==> src/cfp_pkg.sv <==
package cfp_pkg;
  // ----------------------------------------
  // Register word addresses (APB byte addresses; printed offsets not all x4, so index*4)
  // ----------------------------------------
  localparam logic [7:0] CFP_IDX_LOOKUP = 8'h82;
  localparam logic [7:0] CFP_IDX_OFFSET_PTR = 8'h83;
  localparam logic [7:0] CFP_IDX_PAGE_PTR = 8'h84;
  localparam logic [7:0] CFP_IDX_FLAGS = 8'h86;
  localparam logic [7:0] CFP_IDX_PC_LOW = 8'hCE;
  localparam logic [7:0] CFP_IDX_PC_HIGH = 8'hCF;
  localparam logic [7:0] CFP_IDX_ACC = 8'h90;
  localparam logic [7:0] CFP_IDX_CTRL = 8'h91;
  localparam logic [7:0] CFP_IDX_OPERAND = 8'h92;
  localparam logic [7:0] CFP_IDX_ROM_ADDR = 8'h93;
  localparam logic [7:0] CFP_IDX_ROM_DATA = 8'h94;
  localparam logic [7:0] CFP_WREG_FIRST = 8'h80;
  localparam logic [7:0] CFP_WREG_LAST = 8'h87;
  // ----------------------------------------
  // Flag byte field positions and reset values
  // ----------------------------------------
  localparam int CFP_F_CAUSE_HI = 7;
  localparam int CFP_F_CAUSE_LO = 6;
  localparam int CFP_F_BROWN_HI = 5;
  localparam int CFP_F_BROWN_MID = 4;
  localparam int CFP_F_WRAP = 2;
  localparam int CFP_F_NIBBLE = 1;
  localparam int CFP_F_NULL = 0;
  localparam logic [1:0] CFP_CAUSE_WDT = 2'h0;
  localparam logic [1:0] CFP_CAUSE_RSVD = 2'h1;
  localparam logic [1:0] CFP_CAUSE_LVR = 2'h2;
  localparam logic [1:0] CFP_CAUSE_PIN = 2'h3;
  localparam logic [7:0] CFP_BYTE_RST = 8'h00;
  localparam logic [9:0] CFP_PC_RST = 10'h000;
  localparam logic [9:0] CFP_PC_STEP = 10'h001;
  localparam logic [9:0] CFP_PC_SKIP = 10'h002;
  // ----------------------------------------
  // Operations issued by the decoder
  // ----------------------------------------
  typedef enum logic [4:0] {
    CFP_OP_NONE = 5'b0_0000, CFP_OP_STEP = 5'b0_0001, CFP_OP_JUMP = 5'b0_0010,
    CFP_OP_CMP_SKIP = 5'b0_0011, CFP_OP_INC_ACC_SKIP = 5'b0_0100,
    CFP_OP_INC_MEM_SKIP = 5'b0_0101, CFP_OP_DEC_ACC_SKIP = 5'b0_0110,
    CFP_OP_DEC_MEM_SKIP = 5'b0_0111, CFP_OP_BIT0_SKIP = 5'b0_1000,
    CFP_OP_BIT1_SKIP = 5'b0_1001, CFP_OP_ADD = 5'b0_1010, CFP_OP_SUB = 5'b0_1011,
    CFP_OP_CMP = 5'b0_1100, CFP_OP_LOGIC = 5'b0_1101, CFP_OP_ROTATE = 5'b0_1110,
    CFP_OP_SAVE = 5'b0_1111, CFP_OP_RESTORE = 5'b1_0000, CFP_OP_TABLE = 5'b1_0001,
    CFP_OP_MOV_IMM = 5'b1_0010, CFP_OP_MOV_MEM = 5'b1_0011
  } cfp_op_t;
endpackage : cfp_pkg

==> src/cfp_core.sv <==
// Implementation choice: the APB slave port.
`timescale 1ns/1ns
module cfp_core
  import cfp_pkg::*;
(
  input wire logic CLK,
  input wire logic SRST,
  input wire logic PSEL,
  input wire logic PENABLE,
  input wire logic PWRITE,
  input wire logic [11:0] PADDR,
  input wire logic [31:0] PWDATA,
  input wire logic [3:0] PSTRB,
  output logic [31:0] PRDATA,
  output logic PREADY,
  output logic PSLVERR,
  input wire logic [1:0] RESET_CAUSE,
  input wire logic LOW_VOLT_HIGH_OPTION,
  input wire logic LOW_VOLT_MID_OPTION,
  input wire logic SUPPLY_BELOW_HIGH,
  input wire logic SUPPLY_BELOW_MID,
  output logic [15:0] INDIRECT_ADDR,
  output logic [9:0] FETCH_ADDR,
  output logic [9:0] ROM_ADDR
);
  // ----------------------------------------
  // State
  // ----------------------------------------
  typedef struct packed {
    logic [31:0] rdata;
    logic ready;
    logic slverr;
    logic [9:0] pc;
    logic [7:0] acc;
    logic [7:0] flags;
    logic [7:0] acc_save;
    logic [7:0] flags_save;
    logic [7:0] lookup;
    logic [7:0] offset_ptr;
    logic [7:0] page_ptr;
    logic [7:0] operand;
    logic [9:0] jump_target;
    logic [15:0] rom_word;
    logic cause_taken;
    logic boot;
  } cfp_state_t;

  cfp_state_t cur;
  cfp_state_t nxt;
  logic [7:0] alu_result;
  logic alu_wrap;
  logic alu_nibble;
  logic alu_null;
  logic alu_skip;
  logic [9:0] next_pc;
  logic [8:0] pcl_sum;
  logic [7:0] pcl_diff;

  // APB word index of a byte address
  function automatic logic [7:0] word_index(input logic [11:0] addr);
    word_index = addr[9:2];
  endfunction : word_index

  function automatic logic hit(input logic [11:0] addr, input logic [7:0] idx);
    hit = (addr[1:0] == 2'b00) && (addr[11:10] == 2'b00) && (word_index(addr) == idx);
  endfunction : hit

  wire logic access = PSEL & PENABLE & ~cur.ready;
  // Misaligned or out-of-window addresses are refused outright
  wire logic aligned = (PADDR[1:0] == 2'b00) && (PADDR[11:10] == 2'b00);
  wire logic wr = access & PWRITE & PSTRB[0];
  wire logic [7:0] wbyte = PWDATA[7:0];
  // Control word: [4:0] op, [5] use carry, [6] rotate-out bit, [7] tested bit
  wire cfp_op_t ctrl_op = cfp_op_t'(PWDATA[4:0]);
  wire logic ctrl_go = wr && hit(PADDR, CFP_IDX_CTRL);
  // Memory forms count the operand byte, so the accumulator must not feed them
  wire logic mem_form = (ctrl_op == CFP_OP_INC_MEM_SKIP) || (ctrl_op == CFP_OP_DEC_MEM_SKIP);

  cfp_alu_flags u_alu (
    .op(ctrl_go ? ctrl_op : CFP_OP_NONE),
    .lhs(mem_form ? cur.operand : cur.acc),
    .rhs(cur.operand),
    .carry_in(cur.flags[CFP_F_WRAP]),
    .use_carry(PWDATA[5]),
    .rot_out(PWDATA[6]),
    .test_bit(PWDATA[7]),
    .result(alu_result),
    .wrap(alu_wrap),
    .nibble(alu_nibble),
    .null_res(alu_null),
    .skip(alu_skip)
  );

  // Low-byte arithmetic on the counter for computed jumps
  assign pcl_sum = {1'b0, cur.pc[7:0]} + {1'b0, cur.acc};
  assign pcl_diff = cur.pc[7:0] - cur.acc;

  wire logic low_add = ctrl_go && (ctrl_op == CFP_OP_ADD) && PWDATA[8];
  wire logic low_sub = ctrl_go && (ctrl_op == CFP_OP_SUB) && PWDATA[8];
  wire logic low_plain = wr && hit(PADDR, CFP_IDX_PC_LOW);

  cfp_pc_unit u_pc (
    .pc(cur.pc),
    .advance(ctrl_go && (ctrl_op != CFP_OP_JUMP) && !low_add && !low_sub),
    .jump(ctrl_go && (ctrl_op == CFP_OP_JUMP)),
    .target(cur.jump_target),
    .skip(alu_skip),
    .low_write(low_plain | low_add | low_sub),
    .low_value(low_add ? pcl_sum[7:0] : (low_sub ? pcl_diff : wbyte)),
    .low_add(low_add),
    .low_carry(pcl_sum[8]),
    .next_pc(next_pc)
  );

  // ----------------------------------------
  // Next state
  // ----------------------------------------
  always_comb begin
    nxt = cur;
    nxt.ready = access;
    nxt.slverr = 1'b0;
    nxt.rdata = 32'h0000_0000;
    nxt.boot = 1'b0;
    // Cause bits are captured once after reset release, never under reset
    if (!cur.cause_taken) begin
      nxt.flags[CFP_F_CAUSE_HI] = RESET_CAUSE[1];
      nxt.flags[CFP_F_CAUSE_LO] = RESET_CAUSE[0];
      nxt.cause_taken = 1'b1;
    end
    // Brownout flags are live views gated by the fitted option
    nxt.flags[CFP_F_BROWN_HI] = LOW_VOLT_HIGH_OPTION & SUPPLY_BELOW_HIGH;
    nxt.flags[CFP_F_BROWN_MID] = LOW_VOLT_MID_OPTION & SUPPLY_BELOW_MID;
    nxt.flags[3] = 1'b0;
    nxt.pc = next_pc;
    if (wr && !aligned) begin
      // A refused write must leave every register untouched
      nxt.slverr = 1'b1;
    end else if (wr) begin
      case (word_index(PADDR))
        CFP_IDX_LOOKUP: nxt.lookup = wbyte;
        CFP_IDX_OFFSET_PTR: nxt.offset_ptr = wbyte;
        CFP_IDX_PAGE_PTR: nxt.page_ptr = wbyte;
        CFP_IDX_FLAGS: begin
          nxt.flags[7:6] = wbyte[7:6];
          nxt.flags[2:0] = wbyte[2:0];
        end
        CFP_IDX_PC_HIGH: nxt.jump_target[9:8] = wbyte[1:0];
        CFP_IDX_ACC: nxt.acc = wbyte;
        CFP_IDX_OPERAND: nxt.operand = wbyte;
        CFP_IDX_ROM_ADDR: nxt.jump_target = PWDATA[9:0];
        CFP_IDX_ROM_DATA: nxt.rom_word = PWDATA[15:0];
        default: nxt.slverr = ~hit(PADDR, CFP_IDX_CTRL) & ~low_plain;
      endcase
    end
    if (ctrl_go) begin
      case (ctrl_op)
        CFP_OP_ADD, CFP_OP_SUB: begin
          if (!PWDATA[8]) begin
            nxt.acc = alu_result;
          end
          nxt.flags[CFP_F_WRAP] = alu_wrap;
          nxt.flags[CFP_F_NIBBLE] = alu_nibble;
          nxt.flags[CFP_F_NULL] = alu_null;
        end
        CFP_OP_CMP: begin
          nxt.flags[CFP_F_WRAP] = alu_wrap;
          nxt.flags[CFP_F_NULL] = alu_null;
        end
        CFP_OP_ROTATE: nxt.flags[CFP_F_WRAP] = alu_wrap;
        CFP_OP_LOGIC: begin
          nxt.acc = alu_result;
          nxt.flags[CFP_F_NULL] = alu_null;
        end
        CFP_OP_INC_ACC_SKIP, CFP_OP_DEC_ACC_SKIP: nxt.acc = alu_result;
        CFP_OP_INC_MEM_SKIP, CFP_OP_DEC_MEM_SKIP: nxt.operand = alu_result;
        CFP_OP_SAVE: begin
          nxt.acc_save = cur.acc;
          nxt.flags_save = cur.flags;
        end
        CFP_OP_RESTORE: begin
          nxt.acc = cur.acc_save;
          nxt.flags[7:6] = cur.flags_save[7:6];
          nxt.flags[2:0] = cur.flags_save[2:0];
        end
        CFP_OP_TABLE: begin
          nxt.lookup = cur.rom_word[15:8];
          nxt.acc = cur.rom_word[7:0];
        end
        CFP_OP_MOV_IMM: begin
          // Immediate data may only land in the working-register window
          if (cur.operand >= CFP_WREG_FIRST && cur.operand <= CFP_WREG_LAST) begin
            case (cur.operand)
              CFP_IDX_LOOKUP: nxt.lookup = PWDATA[23:16];
              CFP_IDX_OFFSET_PTR: nxt.offset_ptr = PWDATA[23:16];
              CFP_IDX_PAGE_PTR: nxt.page_ptr = PWDATA[23:16];
              default: nxt.slverr = 1'b0;
            endcase
          end else begin
            nxt.slverr = 1'b1;
          end
        end
        default: nxt.slverr = 1'b0;
      endcase
    end
    if (access && !PWRITE) begin
      case (word_index(PADDR))
        CFP_IDX_LOOKUP: nxt.rdata = {24'h00_0000, cur.lookup};
        CFP_IDX_OFFSET_PTR: nxt.rdata = {24'h00_0000, cur.offset_ptr};
        CFP_IDX_PAGE_PTR: nxt.rdata = {24'h00_0000, cur.page_ptr};
        CFP_IDX_FLAGS: nxt.rdata = {24'h00_0000, cur.flags};
        CFP_IDX_PC_LOW: nxt.rdata = {24'h00_0000, cur.pc[7:0]};
        CFP_IDX_PC_HIGH: nxt.rdata = {30'h0000_0000, cur.pc[9:8]};
        CFP_IDX_ACC: nxt.rdata = {24'h00_0000, cur.acc};
        CFP_IDX_OPERAND: nxt.rdata = {24'h00_0000, cur.operand};
        CFP_IDX_ROM_DATA: nxt.rdata = {16'h0000, cur.rom_word};
        default: nxt.slverr = 1'b1;
      endcase
      if (PADDR[1:0] != 2'b00 || PADDR[11:10] != 2'b00) begin
        nxt.slverr = 1'b1;
      end
    end
  end

  // ----------------------------------------
  // Registers
  // ----------------------------------------
  always_ff @(posedge CLK) begin
    if (SRST) begin
      cur <= '0;
      cur.boot <= 1'b1;
    end else begin
      cur <= nxt;
    end
  end

  assign PRDATA = cur.rdata;
  assign PREADY = cur.ready;
  assign PSLVERR = cur.slverr;
  assign FETCH_ADDR = cur.pc;
  assign INDIRECT_ADDR = {cur.page_ptr, cur.offset_ptr};
  assign ROM_ADDR = {cur.page_ptr[1:0], cur.offset_ptr};
endmodule : cfp_core

==> src/cfp_alu_flags.sv <==
`timescale 1ns/1ns
// Combinational carry / half-carry / zero / skip evaluation
module cfp_alu_flags
  import cfp_pkg::*;
(
  input wire cfp_op_t op,
  input wire logic [7:0] lhs,
  input wire logic [7:0] rhs,
  input wire logic carry_in,
  input wire logic use_carry,
  input wire logic rot_out,
  input wire logic test_bit,
  output logic [7:0] result,
  output logic wrap,
  output logic nibble,
  output logic null_res,
  output logic skip
);
  logic [8:0] sum;
  logic [4:0] low_sum;
  logic [8:0] diff;
  logic [4:0] low_diff;
  logic cin;

  // ----------------------------------------
  // Arithmetic and condition decode
  // ----------------------------------------
  always_comb begin
    cin = use_carry & carry_in;
    sum = {1'b0, lhs} + {1'b0, rhs} + {8'h00, cin};
    low_sum = {1'b0, lhs[3:0]} + {1'b0, rhs[3:0]} + {4'h0, cin};
    diff = {1'b0, lhs} - {1'b0, rhs};
    low_diff = {1'b0, lhs[3:0]} - {1'b0, rhs[3:0]};
    result = lhs;
    wrap = carry_in;
    nibble = 1'b0;
    skip = 1'b0;
    case (op)
      CFP_OP_ADD: begin
        result = sum[7:0];
        wrap = sum[8];
        nibble = low_sum[4];
      end
      CFP_OP_SUB, CFP_OP_CMP: begin
        result = diff[7:0];
        wrap = ~diff[8];
        nibble = ~low_diff[4];
      end
      CFP_OP_ROTATE: wrap = rot_out;
      CFP_OP_LOGIC: result = lhs & rhs;
      CFP_OP_CMP_SKIP: begin
        result = diff[7:0];
        skip = (lhs == rhs);
      end
      CFP_OP_INC_ACC_SKIP, CFP_OP_INC_MEM_SKIP: begin
        result = lhs + 8'h01;
        skip = (lhs == 8'hFF);
      end
      CFP_OP_DEC_ACC_SKIP, CFP_OP_DEC_MEM_SKIP: begin
        result = lhs - 8'h01;
        skip = (lhs == 8'h00);
      end
      CFP_OP_BIT0_SKIP: skip = ~test_bit;
      CFP_OP_BIT1_SKIP: skip = test_bit;
      default: result = lhs;
    endcase
    null_res = (result == 8'h00);
  end
endmodule : cfp_alu_flags

==> src/cfp_pc_unit.sv <==
`timescale 1ns/1ns
// Next program counter selection
module cfp_pc_unit
  import cfp_pkg::*;
(
  input wire logic [9:0] pc,
  input wire logic advance,
  input wire logic jump,
  input wire logic [9:0] target,
  input wire logic skip,
  input wire logic low_write,
  input wire logic [7:0] low_value,
  input wire logic low_add,
  input wire logic low_carry,
  output logic [9:0] next_pc
);
  // ----------------------------------------
  // Priority: jump, low-byte write, skip, step
  // ----------------------------------------
  always_comb begin
    next_pc = pc;
    if (jump) begin
      next_pc = target;
    end else if (low_write) begin
      // Only an add may carry into the high part; borrows are dropped
      next_pc = {pc[9:8] + {1'b0, low_add & low_carry}, low_value};
    end else if (advance && skip) begin
      next_pc = pc + CFP_PC_SKIP;
    end else if (advance) begin
      next_pc = pc + CFP_PC_STEP;
    end
  end
endmodule : cfp_pc_unit

==> config.mk <==
export PLATFORM = sky130hd
export DESIGN_NAME = cfp_core
export DESIGN_NICKNAME = d
export VERILOG_FILES = /design/src/cfp_pkg.sv /design/src/cfp_core.sv /design/src/cfp_alu_flags.sv /design/src/cfp_pc_unit.sv
export SDC_FILE = /design/constraint.sdc
export NUM_CORES = 1
export LEC_CHECK = 0
export ABC_AREA = 1
export BUFFER_PORTS_ARGS = -buffer_cell sky130_fd_sc_hd__buf_2
export CORE_UTILIZATION = 35
export CTS_CLUSTER_SIZE = 10
export DETAILED_ROUTE_END_ITERATION = 8
export GPL_ROUTABILITY_DRIVEN = 0
export PLACE_DENSITY = 0.53
export SYNTH_ARGS = -nofsm -noshare
export SYNTH_HDL_FRONTEND = slang
export SYNTH_SLANG_ARGS = --single-unit
==> constraint.sdc <==
create_clock -name CLK -period 4.7 [get_ports CLK]
set_input_delay 0.94 -clock CLK [delete_from_list [all_inputs] [get_ports CLK]]
set_output_delay 0.94 -clock CLK [all_outputs]
set_load 0.01 [all_outputs]
; ---- Word-level counts from Yosys, hierarchy flattened
; Cells that the tools add are included.
[totals]
regBits = 135
in_bits = 59
word_cells = 203
[op_classes]
n_addsub = 13
magnitude_cmp = 2
n_eq_ne = 44
mux = 57
bitwise_logic = 20
reduce_logical = 49
[ops]
columns = cell, count
row1 = $pmux W16 S9, 1
row2 = $eq A8 B8 Y1 const B, 15
row3 = $mux W58, 2
row4 = $mux W8, 14
row5 = $mux W10, 7
row6 = $eq A5 B4 Y1 const B, 13
row7 = $mux W51, 1
row8 = $mux W16, 3
row9 = $eq A5 B3 Y1 const B, 8
row10 = $pmux W8 S5, 1
row11 = $pmux W8 S4, 1
row12 = $mux W24, 1
row13 = $add A8 B8 Y9, 2
row14 = $reduce_or A9 Y1, 2
row15 = $logic_and A1 B1 Y1, 17
row16 = $logic_not A8 Y1, 2
row17 = $pmux W8 S2, 1
row18 = $eq A5 B5 Y1 const B, 3
row19 = $reduce_or A12 Y1, 1
row20 = $reduce_or A2 Y1, 6
row21 = $add A10 B1 Y10 const B, 1
row22 = $add A10 B2 Y10 const B, 1
row23 = $eq A5 B2 Y1 const B, 2
row24 = $ne A5 B2 Y1 const B, 2
row25 = other kinds (33), 78

; ---- Longest topological paths before layout
; Gate-level depths: netlist (run 1).
[depth]
ltp_word = 17
mapped_depth = 23

; ---- Cells and area by module
; Synthesis (run 1) repeated with hierarchy kept, for this count alone.
[unflattened]
cells_unflattened = 1582
area_unflattened_um2 = 9650.5
[modules_own_cells]
columns = mod, instances, cells_per_inst, area_per_inst_um2
row1 = cfp_core, 1, 1119, 7314.5
row2 = cfp_alu_flags, 1, 350, 1790.5
row3 = cfp_pc_unit, 1, 113, 545.5

; ---- Least setup slack after synthesis (run 1)
; Ideal clock, no wire load.
[synth_timing]
kind = input-to-reg
from = input PWDATA[3]
to = register cur[76] (netlist name)
setup_time_ns = 0.071
arrival_time_ns = 3.527
setup_slack_ns = 1.102
cell_stages = 20
path_cell_list = buf_4 > nor2_8 > nand2_4 > buf_8 > o21ai_2 > ha_1 > inv_1 > fa_1 > a21oi_1 > nor2_1 > nor2_1 > o21ai_0 > xor2_1 > nand2_1 > nand3_1 > nor2_1 > nand2_1 > nor2_1 > nand3_1 > a21oi_1
[synth_between]
elab_chain_cells = 9
elab_cells_between_ends = 33
classes_between = 5 x add/sub / 16 x eq/ne / 5 x mux / 1 x bitwise / 6 x reduce/logical
[synth_lines]
columns = item, line_no
row1 = start: declaration, cfp_core.sv:12  ; input wire logic [31:0] PWDATA,
row2 = $eq A5 B3 Y1, cfp_core.sv:77  ; wire logic mem_form = (ctrl_op == CFP_OP_INC_MEM_SKIP) || (ctrl_op == CFP_OP_DEC_MEM_SKIP);
row3 = $logic_or A1 B1 Y1, cfp_core.sv:77
row4 = $mux W8, cfp_core.sv:81  ; .lhs(mem_form ? cur.operand : cur.acc),
row5 = $add A8 B8 Y9, cfp_alu_flags.sv:30  ; sum = {1'b0, lhs} + {1'b0, rhs} + {8'h00, cin};
row6 = $add A9 B1 Y9, cfp_alu_flags.sv:30
row7 = $pmux W8 S5, cfp_alu_flags.sv:38  ; case (op)
row8 = $logic_not A8 Y1, cfp_alu_flags.sv:67  ; null_res = (result == 8'h00);
row9 = $pmux W1 S2 *, cfp_core.sv:156  ; case (ctrl_op)
row10 = $mux W51 *, cfp_core.sv:155  ; if (ctrl_go) begin
row11 = end signal: assignment, cfp_core.sv:232  ; cur <= nxt;
row12 = end: declaration, cfp_core.sv:48  ; cfp_state_t cur;
; Mark *: on every way between the ends. The rest lies on a longest branch, timed or not.
; A chain may end at the register's enable or synchronous reset.

; ---- Final worst setup path (run 1)
[layout_timing]
from = input PADDR[4]
to = register cur[91] (netlist name)
[layout_between]
elab_chain_cells = 10
elab_cells_between_ends = 24
classes_between = 11 x eq/ne / 8 x mux / 5 x reduce/logical
[layout_lines]
columns = item, line_no
row1 = start: declaration, cfp_core.sv:11  ; input wire logic [11:0] PADDR,
row2 = $eq A8 B8 Y1, cfp_core.sv:65  ; hit = (addr[1:0] == 2'b00) && (addr[11:10] == 2'b00) && (word_index(addr) == idx);
row3 = $logic_and A1 B1 Y1, cfp_core.sv:65
row4 = $logic_and A1 B1 Y1, cfp_core.sv:75  ; wire logic ctrl_go = wr && hit(PADDR, CFP_IDX_CTRL);
row5 = $mux W5, cfp_core.sv:80  ; .op(ctrl_go ? ctrl_op : CFP_OP_NONE),
row6 = $eq A5 B4 Y1 (tied with other cells), cfp_alu_flags.sv:38
row7 = $reduce_or A3 Y1 (no source line) or $reduce_or A2 Y1 (tied branches), --
row8 = $pmux W8 S5, cfp_alu_flags.sv:38
row9 = $mux W8, cfp_core.sv:158  ; if (!PWDATA[8]) begin
row10 = $pmux W8 S4, cfp_core.sv:156
row11 = $mux W10 *, cfp_core.sv:155
; Marked as above.

==> flow_summary.yaml, run 1 <==
floorplanning:
  coreArea_um2: 27000
  start_util_pct: 35.7
  io_pins: 129
  design.die.area_um2: 28200
  floorplan.die.width_um: 168
  die_y_um: 168
  rows: 60
worst_hold_path:
  min-delay-path-class: "reg -> reg"
  hold_path.startpoint: "cur[66]"
logic_synthesis:
  ys_dominant_reg_cell: "sky130_fd_sc_hd__dfxtp_1"
  avgSynthCellArea_um2: 6.62
  yosys-top-cells-area: "sky130_fd_sc_hd__dfxtp_1 24%, sky130_fd_sc_hd__nand2_1 12%, sky130_fd_sc_hd__o21ai_0 5.7%"
  yosysSeqAreaShare_pct: 23.9
  netlist.top_cell.by_area: "sky130_fd_sc_hd__dfxtp_1"
  syn_area_um2: 9630
  synth_edf_count: 0
  async_sr_flop_fraction_pct: 0
  yosys_warnings: 0
  synthesis.instances: 1455
  yosys.cell_types.count: 65
  ys_ff_latch: 115
  yosys.area.top_type_share_pct: 23.9
global_routing:
  grt_antenna_before_repair: 0
  grt_first_pass_wirelength_um: 55700
  global_route.overflow_total: 0
  gr-usage-all-layers_pct: 26.0
  grt_start_max_net_pins: 45
  met3_routing_resource_usage_after_global_routing_pct: 3.64
  first_global_vias: 9264
  top_usage_layer: "met2"
  grtUsageMet1_pct: 37.5
  global_route.usage.met2_pct: 39.4
timing:
  fin_crit_ns: 3.67
  rsz0062_at_grt: "no"
  fin_tns_setup_ns: 0
  min_period_over_period_pct: 78.1
  timing.slew.headroom_pct: 41.9
  pin_slew_with_the_least_headroom_to_its_limit_ns: 0.865
  finalWorstSetupSlack_ns: 1.03
  hold_fails_final_rpt: 0
  timing.clock.skew_ns: 0.0145
  report.final.setup_viol: 0
  maxClockFrequency_mhz: 273
  timing_max_transition_violations_final: 0
pwr:
  power.share.combinational_pct: 7.8
  leakage_nw: 4.79
  power_density_nw_per_um2: 236
  power.net_switching_mw: 0.725
  clockPowerShare_pct: 53.1
  fin_total_pwr_mw: 2.51
  power.ir.vdd_worst_v: 0.000230
  pwr-share-seq_pct: 39.1
  p_int_mw: 1.78
  swShare_pct: 28.9
cts:
  ctsResizeCount: 0
  post_cts.repair.setup_buffers: 0
  clock-sinks: 115
  cts_tree: "done"
  cts.htree.levels: 4
  cts-root-to-sink-buffers: 2
  cts_root_buf: "sky130_fd_sc_hd__clkbuf_16"
  ctsHoldBuffers: 0
  clock_latency_ns: 0.44
  number_of_buffers_created_by_cts: 17
  cts.clk_slew.worst_paths_ns: 0.06
outcome:
  outcome: "completed"
detailed_routing:
  starting_drc_count_in_detailed_routing: 985
  routed_wl_um: 36700
  final_antenna_net_count: 0
  route.detailed.vias_per_inst: 5.53
  detail_route.wl_per_cell_um: 19.8
  drt_pre_antenna_iters: 6
  drc_errors: 0
  vias: 10212
cells_and_area:
  drive_above_1_share_pct: 17.1
  layoutNonFillerInstCount: 1848
  fin_util_pct: 39.4
  area_growth_pct: 10.3
  insertedDiodeCount: 0
  final_net_count: 1599
setup_path:
  worst_setup_path_start_kind: "input pin"
  endpoint_kind: "flip-flop"
  timing_worst_setup_path_type: "in -> reg"
  crit_start: "PADDR[4]"
  startpoint_of_the_lowest_slack_register_to_register_path: "cur[29]"
  required_ns: 5.02
  cp_max_fo: 9
  worst_ep_arrival_time_ns: 3.99
run:
  max_cap_violations: 0
placement:
  preCtsSetupSlack_ns: 0.627
  dp_hpwl_um: 27600
  placed_cells: 1816
  port_buffers: 101
-- registers in the layout, summed over array words and instances, names as in the netlist --
signal and flops:
PRDATA 16, INDIRECT_ADDR 16, FETCH_ADDR 10, PREADY 1, PSLVERR 1, cur 71
-- cells by family after synthesis --
kind of cell             count (synthesis)  share of synthesized area (%)
adder cells (fa/ha/maj)                 46                           6.44
XOR/XNOR                                29                           2.64
AND/OR/NAND/NOR                        627                           30.5
buffers and inverters                  280                           14.1
AO/OA/AOI/OAI                          357                           22.4
flip-flops                             115                           23.9
other                                    1                         0.0389
-- worst max-delay path, stage by stage --
cell and delay (ns):
sky130_fd_sc_hd__buf_2 0.13, sky130_fd_sc_hd__nor2_2 0.19, sky130_fd_sc_hd__nand2_2 0.12, sky130_fd_sc_hd__nor2_8 0.23, sky130_fd_sc_hd__nand4_4 0.23, sky130_fd_sc_hd__inv_2 0.15, sky130_fd_sc_hd__nand2_2 0.09, sky130_fd_sc_hd__inv_2 0.16
sky130_fd_sc_hd__ha_1 0.30, sky130_fd_sc_hd__a21oi_1 0.25, sky130_fd_sc_hd__nor2_1 0.07, sky130_fd_sc_hd__a211oi_1 0.17, sky130_fd_sc_hd__nand2_1 0.10, sky130_fd_sc_hd__nand3b_1 0.16, sky130_fd_sc_hd__nand3_1 0.07, sky130_fd_sc_hd__nand3b_1 0.07
sky130_fd_sc_hd__nor2_1 0.28, sky130_fd_sc_hd__inv_2 0.08, sky130_fd_sc_hd__a21oi_1 0.13, sky130_fd_sc_hd__nor2_1 0.05
-- stage by stage --
stage	area (µm²)	hold slack, ns
floorplan	9690	0.436
global placement	10000	0.459
detailed placement	10000	0.465
CTS	10600	0.478
global route	10600	0.488
finish	10600	0.474
-- synthesized netlist by cell type (6+ instances only) --
library cell,number
sky130_fd_sc_hd__nor2_2,15
sky130_fd_sc_hd__dfxtp_1,115
sky130_fd_sc_hd__o211ai_1,21
sky130_fd_sc_hd__nand3_1,73
sky130_fd_sc_hd__nand2_2,10
sky130_fd_sc_hd__nand4_1,22
sky130_fd_sc_hd__a221oi_1,16
sky130_fd_sc_hd__inv_1,136
sky130_fd_sc_hd__nor2_1,126
sky130_fd_sc_hd__a211oi_1,20
sky130_fd_sc_hd__nand2_1,304
sky130_fd_sc_hd__o21ai_2,7
sky130_fd_sc_hd__nor3_1,28
sky130_fd_sc_hd__nand3_2,7
sky130_fd_sc_hd__o21ai_1,14
sky130_fd_sc_hd__buf_4,69
sky130_fd_sc_hd__fa_1,6
sky130_fd_sc_hd__a21oi_1,100
sky130_fd_sc_hd__inv_2,26
sky130_fd_sc_hd__ha_1,40
sky130_fd_sc_hd__a31oi_1,24
sky130_fd_sc_hd__o22ai_1,16
sky130_fd_sc_hd__nor2_4,9
sky130_fd_sc_hd__clkbuf_1,35
sky130_fd_sc_hd__xor2_1,25
sky130_fd_sc_hd__o21ai_0,110
sky130_fd_sc_hd__buf_2,8
-- area by class of cell --
type,count,area (µm²)
fillers,2928,16300
multi-input cells,1075,6030
flip-flops and latches,115,2300
repair buffers,123,671
inverters,162,608
well taps,341,427
clock buffers,17,425
clock inverters,15,159
-- layer usage --
metal	routed length [µm]	share of wire, %	vias to the layer above
met5	0	0	-
met1	16900	46	4743
met2	15700	43	472
met4	1110	3.0	0
met3	2980	8.1	75
li1	-	-	4922
-- cell usage in the layout, fill, tap and decap left out, drive strengths merged, types with 22 or more instances in the layout --
cell type  synthesis  routed
dfxtp            115     115
xor2              25      25
nand3             81      81
nand2            319     319
inv              162     173
a31oi             24      24
buf               82     123
a21oi            103     103
nor3              33      33
nor2             152     152
o21ai            133     133
o211ai            22      22
ha                40      40
nand4             25      25
-- power groups by stage --
stage	Clock (mW)	Combinational, mW	Sequential (mW)
after global routing	1.39	0.209	0.978
after floorplan	0	0.120	1.00
final	1.33	0.196	0.978
after detailed placement	0	0.191	1.00
after CTS	1.34	0.192	0.978
after global placement	0	0.191	1.00
-- path summary, 6_finish.rpt --
path                                end  slack [ns]  cells after the start
worst min register to register  cur[82]        0.47                      2
worst max-delay path            cur[91]        1.03                     20
worst min-delay path            cur[82]        0.47                      2
worst max register to register  cur[91]        1.24                     16
No activity file was read; power rests on OpenSTA's default activity.
==> inputs of run 2 (changes only) <==
- ABC_AREA: 1 -> 0
- clock period: 4.7 -> 3.6 ns (I/O delays scaled with it)
==> run 2 against run 1 <==
- global-route usage is 1.2 points higher
- critical path depth is 5 lower
- worst hold slack worse by 0.024 ns
- first-iteration DRC count is 16% higher
- critical path type unchanged
- combinational power is 26% higher
==> flow_summary.yaml, run 2 <==
setup_path:
  worst_setup_path_start_kind: "input pin"
  worst_ep_arrival_time_ns: 3.79
  cp_max_fo: 8
  timing_worst_setup_path_type: "in -> reg"
  endpoint_kind: "flip-flop"
  worst_path_most_repeated_cell: "sky130_fd_sc_hd__buf_4"
  critPathSlowestCell: "sky130_fd_sc_hd__or4bb_4"
  crit_family: "simple AND/OR/NAND/NOR gates"
  required_ns: 3.90
  cpPeakStageDelay_ns: 0.46
  timing.critical_path.buf_inv: 4
  crit_path_cells: "buf_2 > nor4bb_4 > buf_6 > buf_4 > o21ai_2 > ha_4 > or4bb_4 > o31ai_4 > a311o_1 > nand3_2 > mux2i_2 > nor4bb_2 > buf_4 > xnor2_2 > o22ai_2"
  crit_start: "PWDATA[3]"
  startpoint_of_the_lowest_slack_register_to_register_path: "cur[28]"
logic_synthesis:
  synth_edf_count: 0
  synth_xor_area_share_pct: 2.09
  ys_ff_latch: 115
  yosys.area.top_type_share_pct: 26.1
  synthesis.instances: 1131
  ys_dominant_reg_cell: "sky130_fd_sc_hd__dfxtp_1"
  async_sr_flop_fraction_pct: 0
  yosys.cell_count.top_type: "sky130_fd_sc_hd__nand2_1"
  synth_simple_gate_area_share_pct: 23.3
  yosys.area_share.adder_pct: 7.04
  synth_compound_area_share_pct: 22.8
  synth_top_family_by_area: "simple AND/OR/NAND/NOR gates"
  netlist.top_cell.by_area: "sky130_fd_sc_hd__dfxtp_1"
  yosys_warnings: 0
  avgSynthCellArea_um2: 7.80
  yosys.cell_types.count: 82
  yosysSeqAreaShare_pct: 26.1
  yosys-top-cells-area: "sky130_fd_sc_hd__dfxtp_1 26%, sky130_fd_sc_hd__mux2i_1 6.5%, sky130_fd_sc_hd__buf_4 5.8%"
  synth.mux.area_fraction_pct: 8.13
  ys_top_cells_by_count: "128 x sky130_fd_sc_hd__nand2_1, 115 x sky130_fd_sc_hd__dfxtp_1, 109 x sky130_fd_sc_hd__nor2_1"
  syn_area_um2: 8820
timing:
  report.final.setup_viol: 0
  fin_crit_ns: 3.49
  timing.slew.headroom_pct: 45.1
  timing.clock.skew_ns: 0.0122
  timing_max_transition_violations_final: 0
  rsz0062_at_grt: "yes"
  min_period_over_period_pct: 96.9
  hold_fails_final_rpt: 0
  pin_slew_with_the_least_headroom_to_its_limit_ns: 0.823
  maxClockFrequency_mhz: 287
  final_layout_worst_hold_slack_ns: 0.450
floorplanning:
  coreArea_um2: 24500
  start_util_pct: 36.0
  floorplan.die.width_um: 161
  io_pins: 129
  die_y_um: 161
  rows: 57
  design.die.area_um2: 25800
outcome:
  outcome: "completed"
cells_and_area:
  insertedDiodeCount: 0
  drive_above_1_share_pct: 28.3
  most_common_cell_after_layout_fill_and_taps_aside: "sky130_fd_sc_hd__buf_4"
  largest_register_ffs: 71
  most_frequent_cells_in_the_layout: "158 x sky130_fd_sc_hd__buf_4, 128 x sky130_fd_sc_hd__nand2_1, 115 x sky130_fd_sc_hd__dfxtp_1"
  n_fill_cell: 2558
  final_net_count: 1401
  area_growth_pct: 26.1
  area_of_the_multi_input_gates_um2: 5950
  seq_area_um2: 2300
  fin_util_pct: 45.3
  regMostFlops: "cur"
placement:
  dp_hpwl_um: 26500
  port_buffers: 101
global_routing:
  met3_routing_resource_usage_after_global_routing_pct: 4.52
  global_route.overflow_total: 0
  first_global_vias: 8636
  gr-usage-all-layers_pct: 27.2
  grt_start_max_net_pins: 74
  top_usage_layer: "met2"
  global_route.usage.met2_pct: 42.7
  grt_antenna_before_repair: 1
  grt_first_pass_wirelength_um: 53000
  grtUsageMet1_pct: 37.5
cts:
  number_of_buffers_created_by_cts: 17
  cts.htree.levels: 4
  cts.clk_slew.worst_paths_ns: 0.06
  ctsHoldBuffers: 0
  cts_root_buf: "sky130_fd_sc_hd__clkbuf_16"
  clock-sinks: 115
  clock_latency_ns: 0.44
  cts-root-to-sink-buffers: 2
  cts_tree: "done"
detailed_routing:
  detail_route.wl_per_cell_um: 21.6
  drc_errors: 0
  final_antenna_net_count: 0
  starting_drc_count_in_detailed_routing: 1143
  route.detailed.vias_per_inst: 5.75
  drt_pre_antenna_iters: 8
  routed_wl_um: 35300
  vias: 9390
pwr:
  leakage_nw: 4.69
  power_density_nw_per_um2: 287
  power.ir.vdd_worst_v: 0.000318
worst_hold_path:
  min-delay-path-class: "reg -> reg"
  hold_path.startpoint: "cur[67]"
run:
  max_cap_violations: 0
[run 2: cell families (layout without fill, tap and decap cells)]
kind of cell	count (synthesis)	in the layout
AOI/OAI and AO/OA	298	298
and+or+nand+nor	408	408
adders and majority gates	46	46
xor gates and xnor gates	21	21
DFF	115	115
buffers and inverters	173	336
muxes	69	69
other	1	16
[run 2: worst reg2reg max path: cells and delay by family (launching register included)]
family / cells / cell delay (ns)
compound gates: 5 / 1.10
fa+ha+maj: 2 / 0.51
buf+inv: 2 / 0.11
flops: 1 / 0.74
mux: 2 / 0.49
simple gates: 2 / 0.28
[run 2: power breakdown]
| part | internal (mW) | switching, mW |
|---|---|---|
| Combinational | 0.0819 | 0.164 |
| Clock | 0.967 | 0.704 |
| Sequential | 1.28 | 0.00401 |
[run 2: worst paths after layout]
path                   end  slack, ns  cells past startpoint
max          FETCH_ADDR[6]       0.11                     15
min                cur[83]       0.45                      2
max reg2reg        cur[76]       0.27                     13
min reg2reg        cur[83]       0.45                      2
[run 2: final cells by class]
type,count,area share (%)
well taps,324,3.64
clock inverters,15,1.34
multi-input cells,858,53.5
repair buffers,263,15.6
flip-flops and latches,115,20.7
inverters,41,1.41
clock buffers,17,3.82
[run 2: per-stage QoR]
step / total power, mW / setup WS (ns) / setup TNS [ns] / cells / area (µm²)
2_1_floorplan: 1.44 / -0.00427 / -0.00427 / 1146 / 9020
3_3_place_gp: 1.54 / -0.395 / -5.49 / 1592 / 10300
3_5_place_dp: 1.54 / -0.450 / -5.90 / 1592 / 10300
4_1_cts: 3.20 / 0.0521 / 0 / 1624 / 10900
5_1_grt: 3.28 / -0.0238 / -0.0647 / 1633 / 11100
6_report: 3.20 / 0.111 / 0 / 1633 / 11100
[run 2: timing repair]
action | CTS | global route
setup endpoints to repair | 1 | 11
pin swaps | 0 | 22
gates resized for setup | 1 | 31
buffers inserted | 0 | 9
[run 2: routing by layer]
metal / vias to the layer above / wire [µm]
met4: 0 / 1130
met3: 81 / 2760
met2: 435 / 15800
met1: 4509 / 15600
li1: 4365 / -
met5: - / 0
==> inputs of run 3 (changes only) <==
- ABC_AREA: 0 -> 1
==> run 3 against run 2 <==
- sequential power about the same
- clock skew down 0.0014 ns
- cell count up 16%
- critical endpoint is now cur[87]
- largest power group unchanged
==> flow_summary.yaml, run 3 (synthesis results as in run 1) <==
cts:
  cts-root-to-sink-buffers: 2
  clock_latency_ns: 0.43
  cts_root_buf: "sky130_fd_sc_hd__clkbuf_16"
  number_of_buffers_created_by_cts: 17
  clock-sinks: 115
  cts.clk_slew.worst_paths_ns: 0.06
  ctsResizeCount: 0
  cts_tree: "done"
  cts.htree.levels: 4
  post_cts.repair.setup_buffers: 0
  ctsHoldBuffers: 0
pwr:
  power.ir.vdd_worst_v: 0.000319
  fin_total_pwr_mw: 3.43
  clockPowerShare_pct: 54.9
  swShare_pct: 27.8
  leakage_nw: 5.05
  pwr-share-seq_pct: 37.2
  p_int_mw: 2.48
  power_density_nw_per_um2: 312
  power.share.combinational_pct: 7.9
  power.net_switching_mw: 0.956
setup_path:
  worstRegToRegCells: 15
  endpoint_kind: "flip-flop"
  critical_path.reg2reg.endpoint: "cur[89]"
  critPathSlowestCell: "sky130_fd_sc_hd__ha_1"
  required_ns: 3.91
  crit_path_end: "cur[87]"
  cpPeakStageDelay_ns: 0.44
  rrSetupSlack_ns: 0.60
  worst_path_most_repeated_cell: "sky130_fd_sc_hd__nand2_1"
  crit_path_cells: "buf_2 > nor2_4 > nand2_4 > buf_4 > o21ai_2 > inv_2 > ha_1 > inv_1 > nand2_1 > nand2_1 > xor2_1 > o22ai_1 > nor2_1 > nand3_1 > buf_4 > o21ai_0 > nand3_1 > nand2_1 > a21oi_1"
  worst_ep_arrival_time_ns: 3.52
  worst_setup_path_start_kind: "input pin"
  timing_worst_setup_path_type: "in -> reg"
  timing.critical_path.buf_inv: 5
  crit_family: "simple AND/OR/NAND/NOR gates"
  worstSetupPathDepth: 19
  crit_start: "PWDATA[4]"
  startpoint_of_the_lowest_slack_register_to_register_path: "cur[31]"
  cp_max_fo: 8
cells_and_area:
  final_cell_area_um2: 11000
  most_frequent_cells_in_the_layout: "304 x sky130_fd_sc_hd__nand2_1, 135 x sky130_fd_sc_hd__inv_1, 126 x sky130_fd_sc_hd__nor2_1"
  most_common_cell_after_layout_fill_and_taps_aside: "sky130_fd_sc_hd__nand2_1"
  fin_util_pct: 40.9
  drive_above_1_share_pct: 19.5
  regMostFlops: "cur"
  layoutNonFillerInstCount: 1893
  area_growth_pct: 14.4
  final_net_count: 1644
  insertedDiodeCount: 0
  largest_register_ffs: 71
global_routing:
  top_usage_layer: "met2"
  grt_start_max_net_pins: 43
  global_route.usage.met2_pct: 39.7
  met3_routing_resource_usage_after_global_routing_pct: 5.29
  grt_first_pass_wirelength_um: 56700
  global_route.overflow_total: 0
  grtUsageMet1_pct: 37.1
  first_global_vias: 9524
  grt_antenna_before_repair: 1
  gr-usage-all-layers_pct: 26.5
timing:
  maxClockFrequency_mhz: 311
  hold_fails_final_rpt: 0
  pin_slew_with_the_least_headroom_to_its_limit_ns: 0.803
  fin_tns_setup_ns: 0
  final_layout_worst_hold_slack_ns: 0.471
  fin_crit_ns: 3.21
  min_period_over_period_pct: 89.2
  finalWorstSetupSlack_ns: 0.389
  timing.slew.headroom_pct: 46.1
  report.final.setup_viol: 0
  timing.clock.skew_ns: 0.0108
  timing_max_transition_violations_final: 0
  rsz0062_at_grt: "no"
worst_hold_path:
  min-delay-path-class: "reg -> reg"
run:
  max_cap_violations: 0
floorplanning:
  floorplan.die.width_um: 168
  start_util_pct: 35.7
  design.die.area_um2: 28200
  coreArea_um2: 27000
  rows: 60
  io_pins: 129
  die_y_um: 168
outcome:
  outcome: "completed"
placement:
  dp_hpwl_um: 28500
  preCtsSetupSlack_ns: 0.0583
  placed_cells: 1861
  dpl_cell_area_um2: 10400
  port_buffers: 101
detailed_routing:
  final_antenna_net_count: 0
  drt_pre_antenna_iters: 5
  routed_wl_um: 37300
  starting_drc_count_in_detailed_routing: 1216
  detail_route.wl_per_cell_um: 19.7
  drc_errors: 0
  vias: 10402
  route.detailed.vias_per_inst: 5.49
[run 3: cell count changes in the layout (fill, tap and decap cells not counted), moves of 18 or more]
| cell | before | now |
|---|---|---|
| sky130_fd_sc_hd__o21ai_0 | 29 | 110 |
| sky130_fd_sc_hd__nand3_1 | 29 | 73 |
| sky130_fd_sc_hd__nor2_1 | 108 | 126 |
| sky130_fd_sc_hd__xor2_1 | 6 | 25 |
| sky130_fd_sc_hd__buf_4 | 158 | 66 |
| sky130_fd_sc_hd__inv_1 | 39 | 135 |
| sky130_fd_sc_hd__nand2_1 | 128 | 304 |
| sky130_fd_sc_hd__inv_2 | 1 | 27 |
| sky130_fd_sc_hd__mux2i_1 | 56 | 0 |
[run 3: area by class of cell]
cell class                 instances  area [µm²]
clock inverter                    15         206
fill                            2860       15900
inverter                         162         608
sequential                       115        2300
tap                              341         427
clock buffer                      17         425
timing repair buffer             168        1020
multi-input combinational       1075        6030
[run 3: worst min-delay path by stage]
stage | endpoint | start | cells after the start
finish | cur[83] | cur[67] | 2
global route | cur[81] | SUPPLY_BELOW_HIGH | 3
CTS | cur[82] | cur[66] | 2
detailed placement | cur[82] | cur[66] | 2
global placement | cur[82] | cur[66] | 2
floorplan | PRDATA[8] | cur[10] | 2
[run 3: tightest hold or removal path: cells and delay by family, from the launching register on]
family | cells | cell delay (ns)
AND/OR/NAND/NOR | 1 | 0.06
AO/OA/AOI/OAI | 1 | 0.06
flip-flops | 1 | 0.31
[run 3: power by group through the flow]
stage / logic [mW] / registers (mW) / clock network, mW
2_1_floorplan: 0.156 / 1.31 / 0
3_3_place_gp: 0.264 / 1.31 / 0
3_5_place_dp: 0.263 / 1.31 / 0
4_1_cts: 0.265 / 1.28 / 1.89
5_1_grt: 0.288 / 1.28 / 1.94
6_report: 0.271 / 1.28 / 1.88
[run 3: routing by layer]
layer,share of wire (%),vias up
met4,3.2,0
met3,9.5,75
li1,-,5006
met2,43,526
met5,0,-
met1,45,4795
